[src/design/dsos_consts.svh]
`ifndef DSOS_CONSTS_SVH
`define DSOS_CONSTS_SVH
`define DSOS_CLK_HZ          10000000
`define DSOS_HOLD_MS         500
`define DSOS_HOLD_CYC        ((`DSOS_CLK_HZ / 1000) * `DSOS_HOLD_MS)
`define DSOS_STOP_FREQ_DHZ   16'h0005
`define DSOS_AT_SPEED_DHZ    16'h001e
`define DSOS_LOOP_LOSS_UA    16'h07d0
`define DSOS_RESTART_LIMIT   3'h5
`define DSOS_SYNC_RESET      2'h0
`define DSOS_ADDR_CTRL       4'h0
`define DSOS_ADDR_OUTSEL     4'h1
`define DSOS_ADDR_PRESET3    4'h2
`define DSOS_ADDR_PRESET4    4'h3
`define DSOS_ADDR_MINSPD     4'h4
`define DSOS_ADDR_LOWLIM     4'h5
`define DSOS_ADDR_HIGHLIM    4'h6
`define DSOS_ADDR_STATUS     4'h7
`define DSOS_ADDR_SPEEDREF   4'h8
`define DSOS_CTRL_RESET      32'h0000_0000
`define DSOS_OUTSEL_RESET    32'h0000_0000
`define DSOS_CTRL_CFI_LSB    0
`define DSOS_CTRL_LOSS_LSB   2
`define DSOS_CTRL_LOOP_BIT   4
`define DSOS_CTRL_PID_BIT    5
`endif

[src/design/dsos_pkg.sv]
package dsos_pkg;
    typedef enum logic [1:0] {
        DSOS_TRIP_ON_CLOSE  = 2'h0,
        DSOS_TRIP_ON_OPEN   = 2'h1,
        DSOS_CLEAR_ON_CLOSE = 2'h2,
        DSOS_CFI_SPARE      = 2'h3
    } dsos_cfi_e;
    typedef enum logic [1:0] {
        DSOS_LOSS_MIN_SPEED = 2'h0,
        DSOS_LOSS_FAULT     = 2'h1,
        DSOS_LOSS_PRESET4   = 2'h2,
        DSOS_LOSS_SPARE     = 2'h3
    } dsos_loss_e;
    typedef enum logic [3:0] {
        DSOS_SEL_NONE       = 4'h0,
        DSOS_SEL_RUN        = 4'h1,
        DSOS_SEL_HEALTHY    = 4'h2,
        DSOS_SEL_INV_FAULT  = 4'h3,
        DSOS_SEL_LOCKOUT    = 4'h4,
        DSOS_SEL_AT_SPEED   = 4'h5,
        DSOS_SEL_ABOVE_P3   = 4'h6,
        DSOS_SEL_CUR_LIMIT  = 4'h7,
        DSOS_SEL_AUTO_MAN   = 4'h8,
        DSOS_SEL_LOOP_PRES  = 4'h9,
        DSOS_SEL_WINDOW     = 4'ha,
        DSOS_SEL_WINDOW_INV = 4'hb,
        DSOS_SEL_LOW        = 4'hc,
        DSOS_SEL_LOW_INV    = 4'hd,
        DSOS_SEL_HIGH       = 4'he,
        DSOS_SEL_HIGH_INV   = 4'hf
    } dsos_sel_e;
    typedef enum logic [1:0] {
        DSOS_BUS_IDLE = 2'h0,
        DSOS_BUS_ACK  = 2'h1,
        DSOS_BUS_DONE = 2'h2
    } dsos_bus_e;
endpackage : dsos_pkg

[src/design/dsos_out_sel.sv]
`timescale 1ns/1ps
`include "dsos_consts.svh"
module dsos_out_sel
    import dsos_pkg::*;
(
    input  wire logic        clock,
    input  wire logic        rst_b,
    input  wire logic [3:0]  sel,
    input  wire logic [15:0] ind,
    output logic             out_q
);
    // ind bit n is the indication for selection code n; bit 0 is none and tied low
    logic out_d;
    assign out_d = (sel == DSOS_SEL_NONE) ? 1'b0 : ind[sel];

    always_ff @(posedge clock or negedge rst_b) begin
        if (!rst_b) out_q <= 1'b0;
        else        out_q <= out_d;
    end
endmodule : dsos_out_sel

[src/design/dsos_top.sv]
`timescale 1ns/1ps
`include "dsos_consts.svh"
module dsos_top
    import dsos_pkg::*;
(
    input  wire logic        clock,
    input  wire logic        rst_b,
    // avalon-mm slave
    input  wire logic [3:0]  avs_address,
    input  wire logic        avs_read,
    input  wire logic        avs_write,
    input  wire logic [31:0] avs_writedata,
    input  wire logic [3:0]  avs_byteenable,
    output logic [31:0]      avs_readdata,
    output logic             avs_waitrequest,
    output logic [1:0]       avs_response,
    // terminal pins, all asynchronous
    input  wire logic        config_fault_input_pin,
    input  wire logic        remote_stop_input,
    input  wire logic        keypad_stop,
    input  wire logic        start_cmd,
    input  wire logic        trip_event,
    input  wire logic        restart_failed,
    input  wire logic        current_limit,
    input  wire logic        auto_mode,
    input  wire logic        reverse_sel,
    // drive state from same-clock logic
    input  wire logic [15:0] out_freq_dhz,
    input  wire logic [15:0] speed_setpoint_dhz,
    input  wire logic [15:0] speed_ref,
    input  wire logic [15:0] process_feedback,
    input  wire logic [15:0] loop_current_ua,
    output logic             first_oc_out_q,
    output logic             second_oc_out_q,
    output logic             relay_out_q,
    output logic             fault_q,
    output logic             follower_fault_q,
    output logic             loss_speed_valid_q,
    output logic [15:0]      loss_speed_q
);
    // ---------- pin synchronisers ----------
    localparam int NSYNC = 9;
    logic [NSYNC-1:0] pin_raw;
    logic [NSYNC-1:0] sync1_q;
    logic [NSYNC-1:0] sync2_q;
    assign pin_raw = {config_fault_input_pin, remote_stop_input, keypad_stop, start_cmd, trip_event,
                      restart_failed, current_limit, auto_mode, reverse_sel};
    always_ff @(posedge clock or negedge rst_b) begin
        if (!rst_b) begin
            sync1_q <= '0;
            sync2_q <= '0;
        end else begin
            sync1_q <= pin_raw;
            sync2_q <= sync1_q;
        end
    end
    // config input high means closed to the common terminal
    wire cfi_closed = sync2_q[8];
    wire rstop      = sync2_q[7];
    wire kstop      = sync2_q[6];
    wire start_s    = sync2_q[5];
    wire trip_s     = sync2_q[4];
    wire rfail_s    = sync2_q[3];
    wire ilim_s     = sync2_q[2];
    wire auto_s     = sync2_q[1];
    wire rev_s      = sync2_q[0];

    // ---------- registers ----------
    logic [31:0] ctrl_q;
    logic [31:0] outsel_q;
    logic [15:0] preset3_q;
    logic [15:0] preset4_q;
    logic [15:0] minspd_q;
    logic [15:0] lowlim_q;
    logic [15:0] highlim_q;

    wire [1:0] cfi_mode  = ctrl_q[`DSOS_CTRL_CFI_LSB +: 2];
    wire [1:0] loss_act  = ctrl_q[`DSOS_CTRL_LOSS_LSB +: 2];
    wire       loop_rng  = ctrl_q[`DSOS_CTRL_LOOP_BIT];
    wire       pid_on    = ctrl_q[`DSOS_CTRL_PID_BIT];

    // bus: one wait state then acknowledge
    dsos_bus_e bus_q;
    dsos_bus_e bus_d;
    wire req     = avs_read | avs_write;
    wire at_ack  = (bus_q == DSOS_BUS_ACK);
    wire wr_take = at_ack & avs_write;
    wire mapped  = (avs_address <= `DSOS_ADDR_SPEEDREF);
    assign bus_d = (bus_q == DSOS_BUS_IDLE && req) ? DSOS_BUS_ACK :
                   at_ack ? DSOS_BUS_DONE : DSOS_BUS_IDLE;

    function automatic logic [31:0] merge(input logic [31:0] old, input logic [31:0] nw, input logic [3:0] be);
        logic [31:0] r;
        r = old;
        for (int i = 0; i < 4; i++) begin
            if (be[i]) r[i*8 +: 8] = nw[i*8 +: 8];
        end
        return r;
    endfunction : merge

    wire [31:0] wmerge_ctrl = merge(ctrl_q, avs_writedata, avs_byteenable);
    wire [31:0] wmerge_sel  = merge(outsel_q, avs_writedata, avs_byteenable);
    wire [31:0] wmerge_p3   = merge({16'h0000, preset3_q}, avs_writedata, avs_byteenable);
    wire [31:0] wmerge_p4   = merge({16'h0000, preset4_q}, avs_writedata, avs_byteenable);
    wire [31:0] wmerge_min  = merge({16'h0000, minspd_q}, avs_writedata, avs_byteenable);
    wire [31:0] wmerge_low  = merge({16'h0000, lowlim_q}, avs_writedata, avs_byteenable);
    wire [31:0] wmerge_high = merge({16'h0000, highlim_q}, avs_writedata, avs_byteenable);

    always_ff @(posedge clock or negedge rst_b) begin
        if (!rst_b) begin
            bus_q     <= DSOS_BUS_IDLE;
            ctrl_q    <= `DSOS_CTRL_RESET;
            outsel_q  <= `DSOS_OUTSEL_RESET;
            preset3_q <= 16'h0000;
            preset4_q <= 16'h0000;
            minspd_q  <= 16'h0000;
            lowlim_q  <= 16'h0000;
            highlim_q <= 16'hffff;
        end else begin
            bus_q <= bus_d;
            if (wr_take) begin
                if (avs_address == `DSOS_ADDR_CTRL)    ctrl_q    <= {26'h0, wmerge_ctrl[5:0]};
                if (avs_address == `DSOS_ADDR_OUTSEL)  outsel_q  <= {20'h0, wmerge_sel[11:0]};
                if (avs_address == `DSOS_ADDR_PRESET3) preset3_q <= wmerge_p3[15:0];
                if (avs_address == `DSOS_ADDR_PRESET4) preset4_q <= wmerge_p4[15:0];
                if (avs_address == `DSOS_ADDR_MINSPD)  minspd_q  <= wmerge_min[15:0];
                if (avs_address == `DSOS_ADDR_LOWLIM)  lowlim_q  <= wmerge_low[15:0];
                if (avs_address == `DSOS_ADDR_HIGHLIM) highlim_q <= wmerge_high[15:0];
            end
        end
    end

    // ---------- fault engine ----------
    logic ext_trip;
    logic clear_req;
    logic loop_lost;
    logic any_trip;
    assign ext_trip  = (cfi_mode == DSOS_TRIP_ON_CLOSE && cfi_closed)
                     | (cfi_mode == DSOS_TRIP_ON_OPEN && !cfi_closed);
    // in clear mode the remote stop is disregarded; keypad stop always clears
    assign clear_req = kstop
                     | ((cfi_mode == DSOS_CLEAR_ON_CLOSE) ? cfi_closed : rstop);
    assign loop_lost = loop_rng & (loop_current_ua < `DSOS_LOOP_LOSS_UA);
    assign any_trip  = ext_trip | trip_s | (loop_lost && loss_act == DSOS_LOSS_FAULT);

    logic       fault_d;
    logic       ffault_d;
    logic [2:0] restarts_q;
    logic       lockout_q;
    logic       running_q;
    // a trip in the same cycle as a clear keeps the fault set
    assign fault_d  = any_trip | (fault_q & ~clear_req);
    assign ffault_d = (loop_lost && loss_act == DSOS_LOSS_FAULT) | (follower_fault_q & ~clear_req);

    // a stop is remembered until the ramp reaches the stop frequency, the stop input may be a short pulse
    logic stopping_q;
    logic rfail_prev_q;
    wire stop_stop = rstop | kstop;
    wire stop_seen = stop_stop | stopping_q;
    wire run_d = (start_s & ~any_trip) | (running_q & ~any_trip & ~fault_q
                 & ~(stop_seen & (out_freq_dhz <= `DSOS_STOP_FREQ_DHZ)));
    wire stopping_d = run_d & stop_seen & ~start_s;
    // count each failed restart once however long its pulse lasts
    wire rfail_edge = rfail_s & ~rfail_prev_q;

    always_ff @(posedge clock or negedge rst_b) begin
        if (!rst_b) begin
            fault_q          <= 1'b0;
            follower_fault_q <= 1'b0;
            restarts_q       <= 3'h0;
            lockout_q        <= 1'b0;
            running_q        <= 1'b0;
            stopping_q       <= 1'b0;
            rfail_prev_q     <= 1'b0;
        end else begin
            fault_q          <= fault_d;
            follower_fault_q <= ffault_d;
            running_q        <= run_d;
            stopping_q       <= stopping_d;
            rfail_prev_q     <= rfail_s;
            if (!fault_q && !fault_d) restarts_q <= 3'h0;
            else if (rfail_edge && restarts_q != `DSOS_RESTART_LIMIT) restarts_q <= restarts_q + 3'h1;
            if (restarts_q == `DSOS_RESTART_LIMIT) lockout_q <= 1'b1;
            else if (!fault_q) lockout_q <= 1'b0;
        end
    end

    // loss action speed command
    always_ff @(posedge clock or negedge rst_b) begin
        if (!rst_b) begin
            loss_speed_valid_q <= 1'b0;
            loss_speed_q       <= 16'h0000;
        end else begin
            loss_speed_valid_q <= loop_lost && (loss_act == DSOS_LOSS_MIN_SPEED || loss_act == DSOS_LOSS_PRESET4);
            loss_speed_q       <= (loss_act == DSOS_LOSS_PRESET4) ? preset4_q : minspd_q;
        end
    end

    // ---------- indications ----------
    // at speed: enter on reaching setpoint, hold within the band to stop chatter
    logic at_speed_q;
    wire [16:0] diff = (out_freq_dhz >= speed_setpoint_dhz) ? {1'b0, out_freq_dhz - speed_setpoint_dhz}
                                                            : {1'b0, speed_setpoint_dhz - out_freq_dhz};
    wire in_band = (diff <= {1'b0, `DSOS_AT_SPEED_DHZ});
    wire reached = (out_freq_dhz == speed_setpoint_dhz);

    // current limit stretched by a minimum hold
    localparam int HOLD = `DSOS_HOLD_CYC;
    logic [22:0] hold_cnt_q;
    logic        ilim_ind_q;
    wire hold_done = (hold_cnt_q == 23'h0);

    always_ff @(posedge clock or negedge rst_b) begin
        if (!rst_b) begin
            at_speed_q <= 1'b0;
            hold_cnt_q <= 23'h0;
            ilim_ind_q <= 1'b0;
        end else begin
            at_speed_q <= reached | (at_speed_q & in_band);
            if (!ilim_ind_q && ilim_s) begin
                ilim_ind_q <= 1'b1;
                hold_cnt_q <= 23'(HOLD - 1);
            end else if (ilim_ind_q && !hold_done) begin
                hold_cnt_q <= hold_cnt_q - 23'h1;
            end else if (ilim_ind_q && !ilim_s) begin
                ilim_ind_q <= 1'b0;
            end
        end
    end

    wire [15:0] mon   = pid_on ? process_feedback : speed_ref;
    wire        low_a = (mon < lowlim_q);
    wire        hi_a  = (mon > highlim_q);
    wire        win_a = low_a | hi_a;

    logic [15:0] ind;
    assign ind = {~hi_a,                                 // f
                  hi_a,                                  // e
                  ~low_a,                                // d
                  low_a,                                 // c
                  ~win_a,                                // b
                  win_a,                                 // a
                  loop_current_ua > `DSOS_LOOP_LOSS_UA,  // 9
                  auto_s,                                // 8
                  ilim_ind_q,                            // 7
                  out_freq_dhz > preset3_q,              // 6
                  at_speed_q,                            // 5
                  ~lockout_q,                            // 4
                  fault_q,                               // 3
                  ~fault_q,                              // 2
                  running_q,                             // 1
                  1'b0};                                 // 0
    // direction has no selection code: reverse_sel reaches only the status register
    // ind_dir is ind unchanged for all three outputs
    wire [15:0] ind_dir = ind;

    dsos_out_sel u_first (
        .clock (clock),
        .rst_b (rst_b),
        .sel   (outsel_q[3:0]),
        .ind   (ind_dir),
        .out_q (first_oc_out_q)
    );
    dsos_out_sel u_second (
        .clock (clock),
        .rst_b (rst_b),
        .sel   (outsel_q[7:4]),
        .ind   (ind_dir),
        .out_q (second_oc_out_q)
    );

    // relay output: selection high nibble; outsel keeps only bits 11:0, so no bit selects a reverse indication
    logic relay_base;
    assign relay_base = 1'b0;
    dsos_out_sel u_relay (
        .clock (clock),
        .rst_b (rst_b),
        .sel   (outsel_q[11:8]),
        .ind   (ind_dir),
        .out_q (relay_out_q)
    );

    // ---------- bus read ----------
    wire [31:0] status = {24'h0, rev_s, loop_lost, lockout_q, ilim_ind_q, at_speed_q,
                          running_q, follower_fault_q, fault_q};
    wire [31:0] rmux =
        (avs_address == `DSOS_ADDR_CTRL)     ? ctrl_q :
        (avs_address == `DSOS_ADDR_OUTSEL)   ? outsel_q :
        (avs_address == `DSOS_ADDR_PRESET3)  ? {16'h0, preset3_q} :
        (avs_address == `DSOS_ADDR_PRESET4)  ? {16'h0, preset4_q} :
        (avs_address == `DSOS_ADDR_MINSPD)   ? {16'h0, minspd_q} :
        (avs_address == `DSOS_ADDR_LOWLIM)   ? {16'h0, lowlim_q} :
        (avs_address == `DSOS_ADDR_HIGHLIM)  ? {16'h0, highlim_q} :
        (avs_address == `DSOS_ADDR_STATUS)   ? status :
        (avs_address == `DSOS_ADDR_SPEEDREF) ? {15'h0, relay_base, mon} : 32'h0;

    always_ff @(posedge clock or negedge rst_b) begin
        if (!rst_b) begin
            avs_readdata    <= 32'h0;
            avs_waitrequest <= 1'b1;
            avs_response    <= 2'h0;
        end else begin
            avs_waitrequest <= ~(bus_q == DSOS_BUS_IDLE && req);
            avs_readdata    <= (bus_q == DSOS_BUS_IDLE && avs_read) ? rmux : 32'h0;
            avs_response    <= (bus_q == DSOS_BUS_IDLE && req && !mapped) ? 2'h2 : 2'h0;
        end
    end
endmodule : dsos_top

[config.mk]
export PLATFORM = sky130hd
export DESIGN_NAME = dsos_top
export DESIGN_NICKNAME = d
export VERILOG_FILES = /design/src/design/dsos_pkg.sv /design/src/design/dsos_out_sel.sv /design/src/design/dsos_top.sv
export VERILOG_INCLUDE_DIRS = /design/src /design/src/design
export SDC_FILE = /design/constraint.sdc
export NUM_CORES = 1
export LEC_CHECK = 0
export ABC_AREA = 1
export BUFFER_PORTS_ARGS = -buffer_cell sky130_fd_sc_hd__buf_2
export CAP_MARGIN = 40
export CORE_ASPECT_RATIO = 1.5
export CORE_MARGIN = 3
export CORE_UTILIZATION = 50
export CTS_CLUSTER_SIZE = 16
export DETAILED_ROUTE_END_ITERATION = 6
export GPL_TIMING_DRIVEN = 0
export MAX_ROUTING_LAYER = met4
export PLACE_DENSITY = 0.74
export SLEW_MARGIN = 20
export SYNTH_ARGS = -nofsm -noshare
export SYNTH_HDL_FRONTEND = slang
export SYNTH_HIERARCHICAL = 1
export SYNTH_SLANG_ARGS = --single-unit
[constraint.sdc]
create_clock -name clock -period 2.8 [get_ports clock]
set_clock_uncertainty 0.1 [all_clocks]
set_input_delay 0.84 -clock clock [delete_from_list [all_inputs] [get_ports clock]]
set_output_delay 0.84 -clock clock [all_outputs]
set_load 0.005 [all_outputs]
# == Word level (Yosys, flattened, before mapping) ==
# Index checks and enable logic that the tools add are counted.
# word_totals
word_cells,184
input_bits,133
out_inout_bits,57
regBits,191
# classes
addsub,4
order_cmp,12
n_reduce_logical,45
n_eq_ne,18
bitwise_logic,36
mux,35
# op_table
cell,n
$mux W16,13
$mux W23,2
$reduce_and A3 Y1,13
$gt A16 B16 Y1,2
$sub A16 B16 Y16,2
$logic_not A23 Y1,1
$sub A23 B1 Y23 const B,1
$eq A16 B16 Y1,1
$eq A4 B3 Y1 const B,4
$ge A16 B16 Y1,1
$gt A16 B11 Y1 const B,1
$le A16 B3 Y1 const B,1
$le A16 B5 Y1 const B,1
$logic_not A4 Y1,4
$lt A16 B11 Y1 const B,1
$lt A16 B16 Y1,1
$lt A4 B5 Y1 const B,3
$and A1 B1 Y1,13
$bmux W1 S4,3
$logic_and A1 B1 Y1,12
$mux W1,12
$or A1 B1 Y1,12
$not A1 Y1,11
$eq A4 B2 Y1 const B,2
other kinds (17),33

# == Depth between registers and ports, before layout ==
# logic_depth
ltp_word,12
mapped_depth,21
depth_no_buf,20

# == Cells and area by module ==
# Netlist, hierarchy kept.
# by_module_without_submodules
mod,instances,cells_each,area_each_um2,seq_area_each_um2
dsos_top,1,1517,11636.2,4700.8
dsos_out_sel,3,44,198.9,25.0

# == Worst setup path before layout ==
# OpenSTA, ideal clock, no wires.
# synth_path
kind,input-to-reg
startpoint,input port speed_ref[4]
endpoint,register u_first.out_q
path_buffers,0
path_slack_ps,-34
t_arrival_ps,2669
cell_stages,18
setup_time_ps,65
required_time_ps,2635
path_cell_list,or2_2 o21ai_0 inv_1 ha_1 nand2_1 nor2_1 nand2_1 o211ai_1 nand2_1 a32oi_1 nor2_1 inv_1 nand2_1 nand2_1 nand2_1 nand3_1 nand3_1 nand2_1
# synth_between
elab_chain_len,7
elab_cells_between_ends,10
classes_between,order compare (2); mux (4); bitwise (4)
# synth_lines
element,line,source
start: declaration,dsos_top.sv:30,"input wire logic [15:0] speed_ref,"
$mux W16,dsos_top.sv:231,wire [15:0] mon = pid_on ? process_feedback : speed_ref;
$gt A16 B16 Y1,dsos_top.sv:233,wire hi_a = (mon > highlim_q);
via hi_a,dsos_top.sv:233,
$or A1 B1 Y1,dsos_top.sv:234,wire win_a = low_a | hi_a;
$not A1 Y1,dsos_top.sv:241,"~win_a,"
via ind[11],dsos_top.sv:236,logic [15:0] ind;
$bmux W1 S4,dsos_out_sel.sv:14,assign out_d = (sel == DSOS_SEL_NONE) ? 1'b0 : ind[sel];
$mux W1 (implied by the code),dsos_out_sel.sv:14,
$mux W1,dsos_out_sel.sv:14,
via u_first.out_d,dsos_out_sel.sv:13,logic out_d;
end signal: assignment,dsos_out_sel.sv:18,else out_q <= out_d;
end: declaration,dsos_out_sel.sv:10,output logic out_q
# The timed path passes the listed nets, and every way through them passes these cells. The select of a mux whose other input is x is not followed.
# A chain may end at the register's enable or synchronous reset.

# == Worst setup path in the final report ==
# layout_path
startpoint,register ctrl_q[5]
endpoint,register u_second.out_q
# layout_between
elab_chain_len,7
elab_cells_between_ends,10
classes_between,order compare (2); mux (4); bitwise (4)
# layout_lines
element,line,source
start: declaration,dsos_top.sv:69,logic [31:0] ctrl_q;
start signal: assignment,dsos_top.sv:112,ctrl_q <= `DSOS_CTRL_RESET;
start signal: assignment,dsos_top.sv:122,"if (avs_address == `DSOS_ADDR_CTRL) ctrl_q <= {26'h0, wmerge_ctrl[5:0]};"
$mux W16,dsos_top.sv:231,
$gt A16 B16 Y1,dsos_top.sv:233,
via hi_a,dsos_top.sv:233,
$or A1 B1 Y1,dsos_top.sv:234,
$not A1 Y1,dsos_top.sv:241,
via ind[11],dsos_top.sv:236,
$bmux W1 S4,dsos_out_sel.sv:14,
$mux W1 (implied by the code),dsos_out_sel.sv:14,
$mux W1,dsos_out_sel.sv:14,
via u_second.out_d,dsos_out_sel.sv:13,
end signal: assignment,dsos_out_sel.sv:18,
end: declaration,dsos_out_sel.sv:10,
# The timed path passes the listed nets, and every way through them passes these cells. The select of a mux whose other input is x is not followed.

==> impl_metrics.json <==
{
  "maxCapViolations": 0,
  "critPathLaunchType": "flop",
  "syn_avg_cell_area_sq_um": 7.42,
  "port_buffers": 154,
  "cts.sinks": 190,
  "seqPwrFrac_pct": 40.0,
  "dieHeight_um": 198,
  "clock-root-buffer": "clkbuf_16",
  "worstSkewPairLatency_ps": 440,
  "crit_fanout": 7,
  "crit_type": "flop to flop",
  "io_pins": 190,
  "clockBufferDepth": 2,
  "slew_headroom_pct": 45.5,
  "p_int_mw": 5.78,
  "final_cell_mix": "nand2_1, inv_1, dfrtp_1",
  "status": "finished with violations",
  "fin_crit_ps": 2890,
  "power_density_mw_per_mm2": 625,
  "violations": "setup timing",
  "grt_max_degree": 103,
  "grt_pass1_vias": 11490,
  "fin_cells": 2200,
  "place_ws_ps": -1140,
  "setup_ws_ps": -94.8,
  "rsz0062_at_grt": "true",
  "async_flop_share_pct": 100,
  "htreeDepth": 4,
  "finalWeightedCongestion": 0.977,
  "holdWs_ps": 252,
  "rrSetupSlack_ps": -90,
  "cp-end-kind": "flop",
  "routed_wl_um": 36900,
  "ys_seq_area_share_pct": 39.0,
  "yosys_warnings": 6,
  "synth_ff_type": "dfrtp_1",
  "coreArea_sq_mm": 0.0239,
  "antenna_found_initial": 0,
  "final_common_cell": "nand2_1",
  "rows": 69,
  "vias_per_cell": 5.38,
  "cp.arrival_ps": 3110,
  "dp.cells": 2139,
  "grt_util_all_layers_pct": 28.6,
  "syn_area_sq_mm": 0.0122,
  "synth_edf_count": 0,
  "finalCritPeriodShare_pct": 103,
  "p_leak_nw": 7.50,
  "worst_slew_pin_slew_ps": 815,
  "antenna_cells": 0,
  "cts_buffers": 17,
  "r2r_cells": 20,
  "final_area_sq_mm": 0.0147,
  "finalPower_mw": 9.19,
  "post_dp_cell_area_sq_mm": 0.0135,
  "holdBufCountCts": 0,
  "setup_viol": 3,
  "cts_tree": "built",
  "synth_cells": 1649,
  "critical_path_required_ps": 3020,
  "fmax_ghz": 0.345,
  "grt_pass1_wl_um": 57700,
  "irDropWorstVdd_uv": 471,
  "pwr-share-comb_pct": 34.6,
  "final_core_util_pct": 61.4,
  "final_layout_size_suffix_gt1_share_pct": 20.1,
  "hold_class": "flop to flop",
  "hold_viol": 0,
  "final_nets": 2086,
  "dr.pass1.iters": 7,
  "num-fill-cells": 2199,
  "drtIter0Drc": 932,
  "post_drt_wl_per_cell_um": 16.8,
  "whs_path_depth": 0,
  "vias": 11833,
  "ys_types": 62,
  "die_w_um": 134,
  "gr-total-overflow": 0,
  "drc_errors": 0,
  "drv_slew": 0,
  "ant_nets": 0,
  "clock_power_share_pct": 25.3,
  "fin_tns_setup_ps": -228,
  "hpwl_um": 28300,
  "start_util_pct": 51.2,
  "clk_pin_slew_worst_paths_ps": 70,
  "switchingPower_mw": 3.40,
  "ys_ff_latch": 190,
  "p_sw_share_pct": 37.0,
  "area_delta_synth_final_pct": 20.0,
  "dieArea_sq_mm": 0.0264
}
-- logic make-up after synthesis --
group | synth area share (%)
AND/OR/NAND/NOR | 25.5
buffers and inverters | 10.4
other | 0.0307
multiplexers | 1.35
flip-flops | 39.0
AO/OA/AOI/OAI | 13.5
adder cells (fa/ha/maj) | 8.71
XOR/XNOR | 1.36
-- path summary, 6_finish.rpt --
check / from / end
max reg2reg: ctrl_q[5] / u_second/out_q
min reg2reg: sync1_q[7] / sync2_q[7]
min: sync1_q[7] / sync2_q[7]
max: ctrl_q[5] / u_second/out_q
max in group asynchronous: rst_b / avs_waitrequest
min in group asynchronous: rst_b / hold_cnt_q[7]
-- synth_stat cells (8+ instances only) --
| cell type | instances | area [sq um] |
|---|---|---|
| nand4_1 | 13 | 81.3 |
| buf_4 | 17 | 128 |
| inv_2 | 8 | 30.0 |
| clkbuf_1 | 20 | 75.1 |
| nor3_1 | 15 | 75.1 |
| ha_1 | 82 | 1030 |
| o21ai_0 | 163 | 816 |
| mux2_2 | 12 | 135 |
| o211ai_1 | 8 | 60.1 |
| nand3_1 | 82 | 410 |
| a21oi_1 | 75 | 375 |
| dfrtp_1 | 173 | 4330 |
| nor2_2 | 9 | 56.3 |
| inv_1 | 255 | 957 |
| dfstp_2 | 17 | 447 |
| xor2_1 | 16 | 140 |
| nand2_1 | 487 | 1830 |
| nand2_2 | 8 | 50.1 |
| nor2_1 | 82 | 308 |
-- layout make-up --
| class | instances | area (sq um) | share of cell area [%] |
|---|---|---|---|
| sequential | 190 | 4780 | 32.5 |
| clock inverter | 12 | 111 | 0.758 |
| clock buffer | 19 | 443 | 3.02 |
| multi-input combinational | 1164 | 6550 | 44.6 |
| buffer | 47 | 324 | 2.21 |
| timing repair buffer | 184 | 1070 | 7.28 |
| tap | 319 | 399 | 2.72 |
| inverter | 265 | 1010 | 6.91 |
-- critical path, stage by stage, from the launching register on --
cell,delay (ps)
dfrtp_1,350
buf_6,160
inv_8,50
clkbuf_16,150
nand2_2,50
and2_4,150
inv_4,40
ha_4,260
a21oi_2,40
nand3b_1,170
a21oi_2,230
nor4_4,100
a32oi_4,340
nor2_4,70
buf_6,130
nand2_2,50
nand2_1,50
nand2_1,50
nand3_1,60
nand3_1,70
nand2_1,90
-- flip-flops by register name, summed over array words and instances (netlist names), 2 cells and up --
signal,cells
bus_q,2
preset4_q,16
hold_cnt_q,23
sync1_q,9
sync2_q,9
outsel_q,12
highlim_q,16
loss_speed_q,16
avs_readdata,16
restarts_q,3
lowlim_q,16
ctrl_q,6
preset3_q,16
minspd_q,16
-- power groups by stage --
stage / Sequential (mW) / Combinational, mW / Clock [mW]
after global placement: 3.69 / 2.68 / 0
after global routing: 3.73 / 3.60 / 2.46
after detailed placement: 3.71 / 2.77 / 0
after floorplan: 3.59 / 1.89 / 0
after CTS: 3.66 / 3.06 / 2.35
final: 3.68 / 3.18 / 2.33
-- timing repair --
action | CTS | global route
pin swaps | 14 | 22
endpoints found under the setup margin | 4 | 4
buffers inserted | 15 | 12
gates cloned | 3 | 0
gates resized for setup | 48 | 54
-- per-layer routing --
metal / up-vias / wire [um] / part of all wire, % / track usage [%]
li1: 5730 / - / - / -
met1: 5528 / 13600 / 37 / 30.3
met2: 442 / 19500 / 53 / 51.7
met4: 0 / 2030 / 5.5 / 15.7
met5: - / 0 / 0 / -
met3: 133 / 1710 / 4.6 / 3.24
Note: power is estimated with default switching activity, not from simulation.
